==> config.mk <==
export PLATFORM = sky130hd
export DESIGN_NAME = utx_transmitter
export DESIGN_NICKNAME = d
export VERILOG_FILES = /design/src/utx_pkg.sv /design/src/utx_transmitter.sv
export SDC_FILE = /design/constraint.sdc
export NUM_CORES = 1
export LEC_CHECK = 0
export BUFFER_PORTS_ARGS = -buffer_cell sky130_fd_sc_hd__buf_4
export CAP_MARGIN = 20
export CORE_UTILIZATION = 54
export DETAILED_ROUTE_END_ITERATION = 10
export GPL_ROUTABILITY_DRIVEN = 0
export GPL_TIMING_DRIVEN = 0
export PLACE_DENSITY_LB_ADDON = 0.15
export RECOVER_POWER = 50
export SLEW_MARGIN = 40
export SYNTH_ARGS = -nofsm -noshare
export SYNTH_HDL_FRONTEND = slang
export SYNTH_SLANG_ARGS = --single-unit
==> constraint.sdc <==
create_clock -name core_clk -period 3.3 [get_ports core_clk]
set_input_delay 0.33 -clock core_clk [delete_from_list [all_inputs] [get_ports core_clk]]
set_output_delay 0.33 -clock core_clk [all_outputs]
set_load 0.02 [all_outputs]
==> src/utx_pkg.sv <==
// package for the uart transmitter section: constants and carriers
package utx_pkg;
    // ****************************************************************
    // timing
    // ****************************************************************
    localparam int unsigned BIT_TICKS   = 16;  // clocks per serial bit
    localparam int unsigned HALF_TICKS  = 8;   // clocks per half bit
    localparam int unsigned RESET_TICKS = 18;  // clocks to idle after reset
    localparam logic        LINE_IDLE   = 1'h1;
    localparam logic        FLAG_RESET  = 1'h1;

    // ****************************************************************
    // word length codes
    // ****************************************************************
    localparam logic [1:0] WL_5 = 2'h0;
    localparam logic [1:0] WL_6 = 2'h1;
    localparam logic [1:0] WL_7 = 2'h2;
    localparam logic [1:0] WL_8 = 2'h3;

    // frame format as seen by the shifter
    typedef struct packed {
        logic [1:0] word_len;      // {word_length_sel1, word_length_sel0}
        logic       parity_inhibit;
        logic       even_parity_select;
        logic       stop_bit_select;
    } utx_cfg_t;

    typedef struct packed {
        logic buffer_empty_flag;
        logic shift_empty_flag;
    } utx_status_t;

    typedef enum logic [4:0] {
        ST_IDLE   = 5'h01,
        ST_START  = 5'h02,
        ST_DATA   = 5'h04,
        ST_PARITY = 5'h08,
        ST_STOP   = 5'h10
    } utx_state_t;
endpackage

==> src/utx_transmitter.sv <==
// uart transmitter section: buffer, shifter and framing
`timescale 1ns/100ps
`default_nettype none

module utx_transmitter (
    // clock and reset
    input  wire logic                core_clk,
    input  wire logic                rst_n,
    input  wire logic                master_reset_in,
    // host side
    input  wire logic [7:0]          tx_parallel_in,
    input  wire logic                buffer_load_strobe_n,
    input  wire utx_pkg::utx_cfg_t   cfg,
    output var  utx_pkg::utx_status_t status,
    // serial line
    output var  logic                serial_tx_out
);
    import utx_pkg::*;

    logic       rst_meta, rst_sync;
    logic [1:0] mr_sync, ld_sync;
    logic [7:0] din_meta, din_sync;
    utx_cfg_t   cfg_meta, cfg_sync;
    logic       ld_low, ld_low_d, ld_rise, mr;
    logic [7:0] buffer, shifter;
    logic       pending;
    utx_state_t state;
    logic [4:0] tick;
    logic [2:0] bit_idx;
    logic       par;
    logic       half_used;
    logic [4:0] rst_cnt;

    // ****************************************************************
    // reset release and input synchronisers
    // ****************************************************************
    always_ff @(posedge core_clk or negedge rst_n) begin
        if (!rst_n) begin
            rst_meta <= 1'b0;
            rst_sync <= 1'b0;
        end else begin
            rst_meta <= 1'b1;
            rst_sync <= rst_meta;
        end
    end

    // two stages each, third for edge detection on the strobe
    always_ff @(posedge core_clk or negedge rst_sync) begin
        if (!rst_sync) begin
            mr_sync  <= 2'h0;
            ld_sync  <= 2'h3;
            din_meta <= 8'h00;
            din_sync <= 8'h00;
            cfg_meta <= '0;
            cfg_sync <= '0;
            ld_low_d <= 1'b0;
        end else begin
            mr_sync  <= {mr_sync[0], master_reset_in};
            ld_sync  <= {ld_sync[0], buffer_load_strobe_n};
            din_meta <= tx_parallel_in;
            din_sync <= din_meta;
            cfg_meta <= cfg;
            cfg_sync <= cfg_meta;
            ld_low_d <= ld_low;
        end
    end

    assign mr      = mr_sync[1];
    assign ld_low  = ~ld_sync[1];
    assign ld_rise = ld_low_d & ~ld_low;

    // mask off unused high bits for short words
    function automatic logic [7:0] wl_mask(input logic [1:0] wl);
        case (wl)
            WL_5:    wl_mask = 8'h1F;
            WL_6:    wl_mask = 8'h3F;
            WL_7:    wl_mask = 8'h7F;
            default: wl_mask = 8'hFF;
        endcase
    endfunction

    // ****************************************************************
    // buffer register and buffer-empty flag
    // ****************************************************************
    // a transfer waits out a load edge so one character is not sent twice
    wire take = pending && (state == ST_IDLE) && !ld_low && !ld_rise && !mr;

    // capture while strobe low, right justified
    always_ff @(posedge core_clk or negedge rst_sync) begin
        if (!rst_sync) begin
            buffer <= 8'h00;
        end else if (ld_low) begin
            buffer <= din_sync & wl_mask(cfg_sync.word_len);
        end
    end

    // pending marks a full buffer
    always_ff @(posedge core_clk or negedge rst_sync) begin
        if (!rst_sync) begin
            pending <= 1'b0;
        end else if (mr) begin
            pending <= 1'b0;
        end else if (ld_rise) begin
            pending <= 1'b1;
        end else if (take) begin
            pending <= 1'b0;
        end
    end

    // ****************************************************************
    // shifter and framing
    // ****************************************************************
    always_ff @(posedge core_clk or negedge rst_sync) begin
        if (!rst_sync) begin
            state     <= ST_IDLE;
            shifter   <= 8'h00;
            tick      <= 5'h00;
            bit_idx   <= 3'h0;
            par       <= 1'b0;
            half_used <= 1'b0;
        end else if (mr) begin
            state <= ST_IDLE;
            tick  <= 5'h00;
        end else begin
            case (state)
                ST_IDLE: begin
                    tick <= 5'h00;
                    if (take) begin
                        shifter   <= buffer;
                        par       <= ~cfg_sync.even_parity_select;
                        bit_idx   <= 3'h0;
                        half_used <= 1'b0;
                        state     <= ST_START;
                    end
                end
                ST_START, ST_DATA, ST_PARITY: begin
                    if (tick == 5'(BIT_TICKS - 1)) begin
                        tick <= 5'h00;
                        if (state == ST_START) begin
                            state <= ST_DATA;
                        end else if (state == ST_DATA) begin
                            par     <= par ^ shifter[0];
                            shifter <= {1'b0, shifter[7:1]};
                            bit_idx <= bit_idx + 3'h1;
                            if (bit_idx == {1'b1, cfg_sync.word_len}) begin
                                state <= cfg_sync.parity_inhibit ?
                                         ST_STOP : ST_PARITY;
                            end
                        end else begin
                            state <= ST_STOP;
                        end
                    end else begin
                        tick <= tick + 5'h01;
                    end
                end
                ST_STOP: begin
                    if (!cfg_sync.stop_bit_select &&
                        tick == 5'(BIT_TICKS - 1)) begin
                        state <= ST_IDLE;
                    end else if (cfg_sync.word_len == WL_5 &&
                        half_used && tick == 5'(HALF_TICKS - 1)) begin
                        state <= ST_IDLE;
                    end else if (half_used &&
                        tick == 5'(BIT_TICKS - 1)) begin
                        state <= ST_IDLE;
                    end else if (tick == 5'(BIT_TICKS - 1)) begin
                        tick      <= 5'h00;
                        half_used <= 1'b1;
                    end else begin
                        tick <= tick + 5'h01;
                    end
                end
                default: state <= ST_IDLE;
            endcase
        end
    end

    // ****************************************************************
    // master reset idle timer
    // ****************************************************************
    always_ff @(posedge core_clk or negedge rst_sync) begin
        if (!rst_sync) begin
            rst_cnt <= 5'h00;
        end else if (mr) begin
            if (rst_cnt != 5'(RESET_TICKS)) begin
                rst_cnt <= rst_cnt + 5'h01;
            end
        end else begin
            rst_cnt <= 5'h00;
        end
    end

    // ****************************************************************
    // registered outputs
    // ****************************************************************
    always_ff @(posedge core_clk or negedge rst_sync) begin
        if (!rst_sync) begin
            serial_tx_out            <= LINE_IDLE;
            status.buffer_empty_flag <= FLAG_RESET;
            status.shift_empty_flag  <= FLAG_RESET;
        end else begin
            case (state)
                ST_START:  serial_tx_out <= 1'b0;
                ST_DATA:   serial_tx_out <= shifter[0];
                ST_PARITY: serial_tx_out <= par;
                default:   serial_tx_out <= LINE_IDLE;
            endcase
            status.buffer_empty_flag <= ~(pending | ld_rise);
            status.shift_empty_flag  <= (state == ST_IDLE) & ~take;
        end
    end

    // ****************************************************************
    // checks
    // ****************************************************************
    property p_empty_drop;
        @(posedge core_clk) disable iff (!rst_sync)
        ld_rise && !mr |=> !status.buffer_empty_flag;
    endproperty
    a_empty_drop: assert property (p_empty_drop)
        else $error("buffer empty not cleared by load");

    property p_take_fast;
        @(posedge core_clk) disable iff (!rst_sync)
        ld_rise && state == ST_IDLE && !mr && !master_reset_in
        |-> ##[1:2] state == ST_START;
    endproperty
    a_take_fast: assert property (p_take_fast)
        else $error("idle shifter did not take buffer");

    property p_start_len;
        @(posedge core_clk) disable iff (!rst_sync || mr)
        $rose(state == ST_START) |-> (state == ST_START) [*8] ##1
        (state == ST_START) [*8] ##1 state == ST_DATA;
    endproperty
    a_start_len: assert property (p_start_len)
        else $error("start bit not sixteen clocks");

    property p_start_low;
        @(posedge core_clk) disable iff (!rst_sync)
        state == ST_START |=> !serial_tx_out;
    endproperty
    a_start_low: assert property (p_start_low)
        else $error("start bit not low");

    property p_hold_pending;
        @(posedge core_clk) disable iff (!rst_sync || mr)
        pending && state != ST_IDLE |=> pending;
    endproperty
    a_hold_pending: assert property (p_hold_pending)
        else $error("buffered character lost");

    property p_auto_move;
        @(posedge core_clk) disable iff (!rst_sync || mr)
        take |=> state == ST_START && !pending;
    endproperty
    a_auto_move: assert property (p_auto_move)
        else $error("pending character not moved");

    property p_idle_high;
        @(posedge core_clk) disable iff (!rst_sync)
        rst_cnt == 5'(RESET_TICKS) |-> serial_tx_out;
    endproperty
    a_idle_high: assert property (p_idle_high)
        else $error("line not high after master reset");

    property p_stop_high;
        @(posedge core_clk) disable iff (!rst_sync)
        state == ST_STOP |=> serial_tx_out;
    endproperty
    a_stop_high: assert property (p_stop_high)
        else $error("stop bit not high");

    property p_short_word;
        @(posedge core_clk) disable iff (!rst_sync)
        ld_low && cfg_sync.word_len == WL_5 |=> buffer[7:5] == 3'h0;
    endproperty
    a_short_word: assert property (p_short_word)
        else $error("upper inputs not ignored");
endmodule

`default_nettype wire

==> results of run 1 <==
==> per-stage QoR <==
stage	instance area (um2)	hold slack, ns
after floorplan	2670	0.0344
after global placement	2890	0.113
after detailed placement	2920	0.114
after CTS	3100	0.0688
after global routing	3100	0.0792
final	3100	0.0971
==> metal layers <==
layer  GRT usage, %  up-vias  routed length, um
met2           26.8       37               1960
met3           8.47        8                219
met1           25.6      824               2060
met5              0        -                  0
met4           7.19        0                 54
li1               -      836                  -
==> layout by cell type (no fill, tap or decap), types with 5 or more instances in the layout <==
| cell type | synthesis | final |
|---|---|---|
| nor3b_1 | 5 | 5 |
| nor3_1 | 7 | 7 |
| dfstp_2 | 6 | 5 |
| nor2_1 | 9 | 9 |
| o21ai_0 | 24 | 24 |
| dfrtp_1 | 62 | 62 |
| nand2_1 | 14 | 14 |
| clkbuf_4 | 0 | 15 |
| clkbuf_1 | 4 | 5 |
| inv_1 | 6 | 6 |
| a21oi_1 | 6 | 6 |
| mux2_2 | 6 | 6 |
| clkbuf_8 | 0 | 10 |
| mux2i_1 | 7 | 7 |
==> power by group <==
part           switching (mW)  leakage [nW]  internal [mW]
logic                  0.0559         0.509         0.0565
registers              0.0428         0.830          0.907
clock network           0.313        0.0920          0.291
==> area by class of cell <==
| class | instances | area (um2) | share of cell area [%] |
|---|---|---|---|
| Buffer | 10 | 60.1 | 1.94 |
| Clock buffer | 10 | 138 | 4.44 |
| Clock inverter | 6 | 40.0 | 1.29 |
| Inverter | 6 | 22.5 | 0.726 |
| Multi-Input combinational cell | 131 | 880 | 28.4 |
| Sequential cell | 68 | 1710 | 55.1 |
| Tap cell | 67 | 83.8 | 2.70 |
| Timing Repair Buffer | 21 | 169 | 5.45 |
==> worst min path at each step <==
| stage | from | endpoint | slack, ns | depth (start not counted) |
|---|---|---|---|---|
| global route | buffer_load_strobe_n | ld_sync[0] | 0.08 | 1 |
| finish | buffer_load_strobe_n | ld_sync[0] | 0.1 | 1 |
| CTS | cfg[3] | cfg_meta[3] | 0.07 | 1 |
| floorplan | rst_n | rst_meta | 0.03 | 0 |
| detailed placement | rst_n | rst_meta | 0.11 | 1 |
| global placement | rst_n | rst_meta | 0.11 | 1 |
==> worst register-to-register path: stages (launching register included) <==
cell,delay [ns]
dfrtp_1,0.41
ha_1,0.21
and4b_1,0.20
clkbuf_1,0.29
or2_2,0.18
o32ai_1,0.15
or4b_1,0.55
a21oi_1,0.16
==> timing repair <==
item,4_1_cts,5_1_grt
gates resized for setup,0,0
endpoints found under the hold margin,2,0
hold buffers,1,0
==> cell families after synthesis <==
logic type,share of synthesized area (%)
buf+inv,3.10
simple gates,12.2
compound gates,13.0
flops,64.1
mux,5.16
other cells,0.141
fa+ha+maj,0.938
xor+xnor,1.31
==> state kept, by name, summed over array words and instances (netlist names), 3 cells and up <==
signal	flops
bit_idx	3
buffer	8
cfg_meta	5
cfg_sync	5
din_meta	8
din_sync	8
shifter	8
state	5
tick	5
==> reports/metrics.yaml, run 1 <==
worst_setup_path:
  rr_endpoint: "state[4]"
  crit_path_start: "tick[0]"
  cp_cell_sequence: "ha_1 > and4b_1 > clkbuf_1 > or2_2 > o32ai_1 > or4b_1 > a21oi_1"
  crit_slowest_cell: "or4b_1"
  worstPathArrival_ns: 2.49
  rrSetupSlack_ns: 1.08
  reg2reg_from: "tick[0]"
  worst-path-buf-inv: 1
  cp.depth: 7
  reg2regPathDepth: 7
  cp.required_ns: 3.57
  crit_family: "simple AND/OR/NAND/NOR gates"
  end_kind: "flip-flop"
  crit_path_end: "state[4]"
  critical_path_class: "flip-flop to flip-flop"
  path_max_fanout: 8
  critPathLaunchType: "flip-flop"
  max_stage_delay_ns: 0.55
floorplan:
  fp.coreArea_um2: 4720
  initial_core_util_pct: 56.5
  die_y_um: 72.3
  die_w_um: 72.3
  io_pins: 20
  die-area_um2: 5220
  rows: 25
logic_synthesis:
  synth.most_common_cell: "dfrtp_1"
  synthesis.nets: 234
  synth_edf_count: 0
  async_flop_share_pct: 100
  yosys.area.top_type_share_pct: 58.2
  synthTopCellsByCount: "dfrtp_1 (62), o21ai_0 (24), nand2_1 (14), nor2_1 (9)"
  syn-cell-area_um2: 2670
  yosys-top-cells-area: "dfrtp_1 (58%), dfstp_2 (5.9%), o21ai_0 (4.5%)"
  seq_area_frac_synth_pct: 64.1
  yosys_warnings: 0
  postSynthAreaPerCell_um2: 12.4
  ys_types: 51
  synth_seq_cells: 68
  synth_flop_cell: "dfrtp_1"
  synth_area_leader_cell: "dfrtp_1"
  syn-instance-count: 215
clock_tree:
  cts-root-buf: "clkbuf_8"
  cts_buffer_depth: 2
  worst_skew_pair.late_latency_ns: 0.35
  cts_setup_buffers: 0
  path_clk_slew_ns: 0.07
  htreeDepth: 3
  cts.sinks: 68
  cts_made_buffers: 9
  cts_tree: "done"
timing:
  setup_viol: 0
  slew_headroom_pct: 38.2
  finalSetupTns_ns: 0
  hold_violations: 0
  max_freq_ghz: 0.451
  finalClockSkew_ns: 0.00892
  worst_pin_slew_ns: 0.926
  min_period_over_period_pct: 67.2
  rsz0062_at_grt: "no"
  layout_setup_ws_ns: 1.08
  report.final.slew_viol_count: 0
  post-route-min-period_ns: 2.22
global_route:
  grt_max_degree: 45
  grt_pass1_wl_um: 7110
  antenna_found_initial: 0
  groute.usage.overall_pct: 18.9
  overflow: 0
  first_global_vias: 1513
routing:
  ant_nets: 0
  wl_per_cell_um: 13.5
  drt_first_pass_iters: 4
  drt-initial-drc-count: 72
  vias: 1705
  wirelength_um: 4290
  vias_per_cell: 5.34
  drcViolationCount: 0
placement:
  port-buffer-count: 19
  place_inst: 302
  pre_cts_slack_ns: 1.10
  place_hpwl_um: 2890
power:
  p_per_area_nw_per_um2: 537
  total_power_mw: 1.67
  power.leakage_nw: 1.43
  peakVddDrop_uv: 471
cells_and_area:
  final_util_pct: 65.7
  drive_gt1_share_pct: 24.2
  n_antenna_cell: 0
  fin_cells: 319
  nets: 266
  nFillCells: 373
  syn_to_final_growth_pct: 16.3
run_status:
  status: "finished clean"
worst_hold_path:
  min_path_type: "primary input to flip-flop"
flow_run:
  drv_cap: 0
No activity file was read; power rests on OpenSTA's default activity.
==> run 2: changes to the inputs <==
clock period = 2.05 ns   (was 3.3 ns; I/O delays follow)
==> reports/metrics.yaml, run 2 (synthesized netlist as in run 1, its figures left out) <==
routing:
  drcViolationCount: 0  # unchanged
  wl_per_cell_um: 14.0  # was 13.5 um
  wirelength_um: 4760  # was 4290 um
  ant_nets: 0  # unchanged
  drt-initial-drc-count: 71  # was 72
  drt_first_pass_iters: 4  # unchanged
  vias_per_cell: 5.30  # was 5.34
  vias: 1808  # was 1705
floorplan:
  die-area_um2: 5220  # unchanged
  rows: 25  # unchanged
  die_y_um: 72.3  # unchanged
  die_w_um: 72.3  # unchanged
  io_pins: 20  # unchanged
  fp.coreArea_um2: 4720  # unchanged
  initial_core_util_pct: 56.5  # unchanged
timing:
  max_freq_ghz: 0.472  # was 0.451 GHz
  slew_headroom_pct: 41.8  # was 38.2%
  setup_viol: 7  # was 0
  finalClockSkew_ns: 0.00820  # was 0.00892 ns
  layout_setup_ws_ns: -0.0678  # was 1.08 ns
  worst_pin_slew_ns: 0.872  # was 0.926 ns
  post-route-min-period_ns: 2.12  # was 2.22 ns
  hold_violations: 0  # unchanged
  holdWs_ns: 0.166  # was 0.0971 ns
  min_period_over_period_pct: 103  # was 67.2%
  rsz0062_at_grt: "yes"  # was no
  report.final.slew_viol_count: 0  # unchanged
worst_setup_path:
  crit_slowest_cell: "dfstp_2"  # was or4b_1
  path_max_fanout: 5  # was 8
  cp.required_ns: 2.29  # was 3.57 ns
  reg2regPathDepth: 6  # was 7
  max_stage_delay_ns: 0.60  # was 0.55 ns
  rr_endpoint: "shifter[7]"  # was state[4]
  rrSetupSlack_ns: -0.07  # was 1.08 ns
  worstPathArrival_ns: 2.36  # was 2.49 ns
  worst-path-buf-inv: 1  # unchanged
  cp_cell_sequence: "or4b_4 > o211ai_4 > nand4_1 > or2_4 > buf_6 > a22o_1"  # was ha_1 > and4b_1 > clkbuf_1 > or2_2 > o32ai_1 > or4b_1 > a21oi_1
  crit_family: "simple AND/OR/NAND/NOR gates"  # unchanged
  critPathLaunchType: "flip-flop"  # unchanged
  reg2reg_from: "state[0]"  # was tick[0]
  end_kind: "flip-flop"  # unchanged
  critical_path_class: "flip-flop to flip-flop"  # unchanged
flow_run:
  drv_cap: 0  # unchanged
placement:
  port-buffer-count: 19  # unchanged
  place_hpwl_um: 2890  # unchanged
  pre_cts_slack_ns: -0.151  # was 1.10 ns
  place_inst: 302  # unchanged
power:
  p_per_area_nw_per_um2: 799  # was 537 nW/um2
  peakVddDrop_uv: 755  # was 471 uV
  total_power_mw: 2.72  # was 1.67 mW
  power.leakage_nw: 1.55  # was 1.43 nW
global_route:
  overflow: 0  # unchanged
  grt_pass1_wl_um: 7720  # was 7110 um
  antenna_found_initial: 0  # unchanged
  first_global_vias: 1683  # was 1513
  grt_max_degree: 45  # unchanged
  groute.usage.overall_pct: 20.3  # was 18.9%
run_status:
  violations: "negative setup slack"
  status: "finished with violations"  # was finished clean
cells_and_area:
  nFillCells: 332  # was 373
  syn_to_final_growth_pct: 27.8  # was 16.3%
  fin_cells: 341  # was 319
  n_antenna_cell: 0  # unchanged
  final_util_pct: 72.2  # was 65.7%
  final_common_cell: "dfrtp_1"  # unchanged
  nets: 288  # was 266
  mostFrequentLayoutCells: "dfrtp_1 (62), o21ai_0 (18), dlygate4sd3_1 (16), clkbuf_4 (16), nand2_1 (14)"  # was dfrtp_1 (62), o21ai_0 (24), clkbuf_4 (15)
  drive_gt1_share_pct: 30.7  # was 24.2%
clock_tree:
  cts_tree: "done"  # unchanged
  cts_buffer_depth: 2  # unchanged
  worst_skew_pair.late_latency_ns: 0.35  # about the same
  cts-root-buf: "clkbuf_8"  # unchanged
  path_clk_slew_ns: 0.07  # about the same
  htreeDepth: 3  # unchanged
  cts_made_buffers: 9  # unchanged
  cts.sinks: 68  # unchanged
worst_hold_path:
  min_path_type: "primary input to async pin"  # was primary input to flip-flop
==> run 2: changes by cell type in the layout (fill, tap and decap cells not counted), sizes merged <==
cell	delta
dlygate4sd3	+15
buf	+8
clkbuf	-1
==> run 2: area by class of cell <==
cell class | instances | area (um2) | area share [%]
repair buffers | 44 | 365 | 10.7
well taps | 67 | 83.8 | 2.46
flip-flops and latches | 68 | 1710 | 50.1
inverters | 6 | 22.5 | 0.661
plain buffers | 9 | 67.6 | 1.98
clock buffers | 10 | 138 | 4.04
clock inverters | 6 | 40.0 | 1.17
multi-input cells | 131 | 982 | 28.8
==> run 2: how the worst max path moves through the flow <==
stage / from / end / slack [ns] / depth (start not counted)
2_1_floorplan: rst_sync / bit_idx[0] / 0.03 / 0
5_1_grt: state[0] / shifter[7] / -0.14 / 6
3_3_place_gp: rst_sync / din_meta[1] / -0.64 / 0
3_5_place_dp: tick[0] / state[4] / -0.15 / 7
4_1_cts: state[1] / shifter[7] / -0.05 / 7
6_report: state[0] / shifter[7] / -0.07 / 6
==> run 2: timing repair <==
item,4_1_cts,5_1_grt
gates cloned,2,0
pin swaps,7,8
hold buffers,16,0
setup endpoints to repair,16,18
hold endpoints to repair,17,0
gates resized for setup,13,19
setup buffers,3,3
==> run 2: power breakdown <==
part           leakage, nW  switching, mW  internal [mW]
Sequential           0.830         0.0680           1.46
Combinational        0.628          0.105          0.121
Clock               0.0920          0.500          0.468
Total                 1.55          0.673           2.05
==> run 2: layer usage <==
metal | routed length [um] | part of all wire (%) | vias to the layer above | track usage (%)
li1 | - | - | 876 | -
met1 | 2150 | 45 | 878 | 26.2
met5 | 0 | 0 | - | 0
met2 | 2300 | 48 | 46 | 30.7
met3 | 250 | 5.3 | 8 | 8.75
met4 | 68 | 1.4 | 0 | 7.41
==> run 2: metrics by stage <==
stage          TNS [ns]  instance area [um2]
6_report         -0.210                 3410
5_1_grt           -1.30                 3410
3_5_place_dp     -0.603                 2920
3_3_place_gp     -38.77                 2890
4_1_cts          -0.171                 3330
2_1_floorplan         0                 2670
==> run 3: changes to the inputs <==
CORE_MARGIN = 3   (was unset)
==> reports/metrics.yaml, run 3 (synthesized netlist as in run 1, its figures left out) <==
worst_setup_path:
  cp_cell_sequence: "buf_6 > or4b_4 > o211ai_4 > nand4_1 > or2_4 > buf_6 > o22a_1"  # was or4b_4 > o211ai_4 > nand4_1 > or2_4 > buf_6 > a22o_1
  critical_path_class: "flip-flop to flip-flop"  # unchanged
  max_stage_delay_ns: 0.58  # was 0.60 ns
  cp.required_ns: 2.28  # was 2.29 ns
  rr_endpoint: "par"  # was shifter[7]
  worstPathArrival_ns: 2.41  # was 2.36 ns
  crit_top_cell: "buf_6"
  crit_family: "simple AND/OR/NAND/NOR gates"  # unchanged
  path_max_fanout: 5  # unchanged
  worst-path-buf-inv: 2  # was 1
  critPathLaunchType: "flip-flop"  # unchanged
  rrSetupSlack_ns: -0.12  # was -0.07 ns
  end_kind: "flip-flop"  # unchanged
  crit_slowest_cell: "or4b_4"  # was dfstp_2
  reg2regPathDepth: 7  # was 6
  reg2reg_from: "state[3]"  # was state[0]
clock_tree:
  cts_buffer_depth: 2  # unchanged
  cts_made_buffers: 9  # unchanged
  cts.sinks: 68  # unchanged
  cts_tree: "done"  # unchanged
  worst_skew_pair.late_latency_ns: 0.35  # about the same
  path_clk_slew_ns: 0.07  # about the same
  htreeDepth: 3  # unchanged
  cts-root-buf: "clkbuf_8"  # unchanged
cells_and_area:
  nets: 288  # unchanged
  fin_cells: 339  # was 341
  syn_to_final_growth_pct: 27.2  # was 27.8%
  mostFrequentLayoutCells: "dfrtp_1 (61), o21ai_0 (16), dlygate4sd3_1 (16)"  # was dfrtp_1 (62), o21ai_0 (18), dlygate4sd3_1 (16), clkbuf_4 (16), nand2_1 (14)
  n_antenna_cell: 0  # unchanged
  final_util_pct: 74.3  # was 72.2%
  drive_gt1_share_pct: 28.8  # was 30.7%
  final_common_cell: "dfrtp_1"  # unchanged
placement:
  place_hpwl_um: 2860  # was 2890 um
  port-buffer-count: 19  # unchanged
  pre_cts_slack_ns: -0.179  # was -0.151 ns
  place_inst: 300  # was 302
routing:
  ant_nets: 0  # unchanged
  wl_met3_um: 213  # was 250 um
  drt_first_pass_iters: 4  # unchanged
  drt-initial-drc-count: 105  # was 71
  dr_wl_met2_um: 2370  # was 2300 um
  wirelength_um: 4870  # was 4760 um
  drcViolationCount: 0  # unchanged
  vias: 1799  # was 1808
  wl_per_cell_um: 14.4  # was 14.0 um
  wl_met1_um: 2200  # was 2150 um
  top_layer: "met4"  # unchanged
  vias_per_cell: 5.31  # was 5.30
global_route:
  grt_pass1_wl_um: 8090  # was 7720 um
  grt_max_degree: 45  # unchanged
  first_global_vias: 1707  # was 1683
  overflow: 0  # unchanged
  groute.usage.overall_pct: 18.1  # was 20.3%
  antenna_found_initial: 0  # unchanged
worst_hold_path:
  min_path_type: "primary input to async pin"  # unchanged
floorplan:
  initial_core_util_pct: 58.4  # was 56.5%
  die_y_um: 76.3  # was 72.3 um
  fp.coreArea_um2: 4560  # was 4720 um2
  rows: 24  # was 25
  die-area_um2: 5820  # was 5220 um2
  io_pins: 20  # unchanged
  die_w_um: 76.3  # was 72.3 um
power:
  power.leakage_nw: 1.60  # was 1.55 nW
  peakVddDrop_uv: 636  # was 755 uV
  p_per_area_nw_per_um2: 875  # was 799 nW/um2
timing:
  report.final.slew_viol_count: 0  # unchanged
  finalClockSkew_ns: 0.00550  # was 0.00820 ns
  holdWs_ns: 0.167  # was 0.166 ns
  slew_headroom_pct: 31.6  # was 41.8%
  min_period_over_period_pct: 106  # was 103%
  rsz0062_at_grt: "yes"  # unchanged
  max_freq_ghz: 0.460  # was 0.472 GHz
  post-route-min-period_ns: 2.17  # was 2.12 ns
  hold_violations: 0  # unchanged
  finalSetupTns_ns: -0.631  # was -0.210 ns
  setup_viol: 12  # was 7
  layout_setup_ws_ns: -0.123  # was -0.0678 ns
  worst_pin_slew_ns: 1.03  # was 0.872 ns
flow_run:
  drv_cap: 0  # unchanged
run_status:
  violations: "negative setup slack"  # unchanged
  status: "finished with violations"  # unchanged
-- run 3: cell count changes in the layout (fill, tap and decap cells not counted), moves of 2 or more --
| cell | delta |
|---|---|
| bufinv_16 | +2 |
| nor3_1 | +2 |
| nor3_2 | -2 |
| o21ai_0 | -2 |
| buf_6 | -2 |
| o21ai_2 | +3 |
| clkinv_2 | -2 |
| buf_4 | +3 |
-- run 3: worst max-delay path by stage --
stage              from     endpoint  slack [ns]  cells past startpoint
2_1_floorplan  rst_sync   bit_idx[0]        0.03                      0
3_3_place_gp   rst_sync  din_meta[0]       -0.65                      0
3_5_place_dp    tick[0]     state[4]       -0.18                      7
4_1_cts        state[1]   shifter[7]       -0.09                      7
5_1_grt        state[3]          par       -0.14                      7
6_report       state[3]          par       -0.12                      7
-- run 3: worst register-to-register path, delay by kind of cell (launching register included) --
family / cells / cell delay [ns]
simple gates: 3 / 1.07
flops: 1 / 0.39
compound gates: 2 / 0.33
buf+inv: 2 / 0.26
-- run 3: cell type report --
type | count | area, um2
sequential | 68 | 1710
fill | 314 | 1170
multi-input combinational | 131 | 927
timing repair buffer | 45 | 369
clock buffer | 9 | 124
clock inverter | 7 | 98.8
tap | 65 | 81.3
buffer | 8 | 56.3
inverter | 6 | 22.5
-- run 3: power breakdown --
group	internal, mW	switching (mW)	total [mW]
Combinational	0.122	0.108	0.230
Sequential	1.46	0.0674	1.53
Clock	0.690	0.522	1.21
Total	2.27	0.697	2.97
-- run 3: timing repair --
action,in CTS,in global routing
resized for setup,5,17
hold buffers,16,0
setup buffers,1,6
setup endpoints to repair,16,21
gates cloned,0,2
pin swaps,2,8
hold endpoints to repair,17,0
-- run 3: layer usage --
layer / vias to the layer above / GRT usage [%]
met3: 8 / 7.68
met2: 36 / 28.4
met1: 885 / 22.8
met5: - / 0
met4: 0 / 5.98
li1: 870 / -
-- run 3: per-stage QoR --
step	area, um2	power [mW]
2_1_floorplan	2670	1.66
3_3_place_gp	2890	1.72
3_5_place_dp	2910	1.74
4_1_cts	3320	2.98
5_1_grt	3390	3.11
6_report	3390	2.97
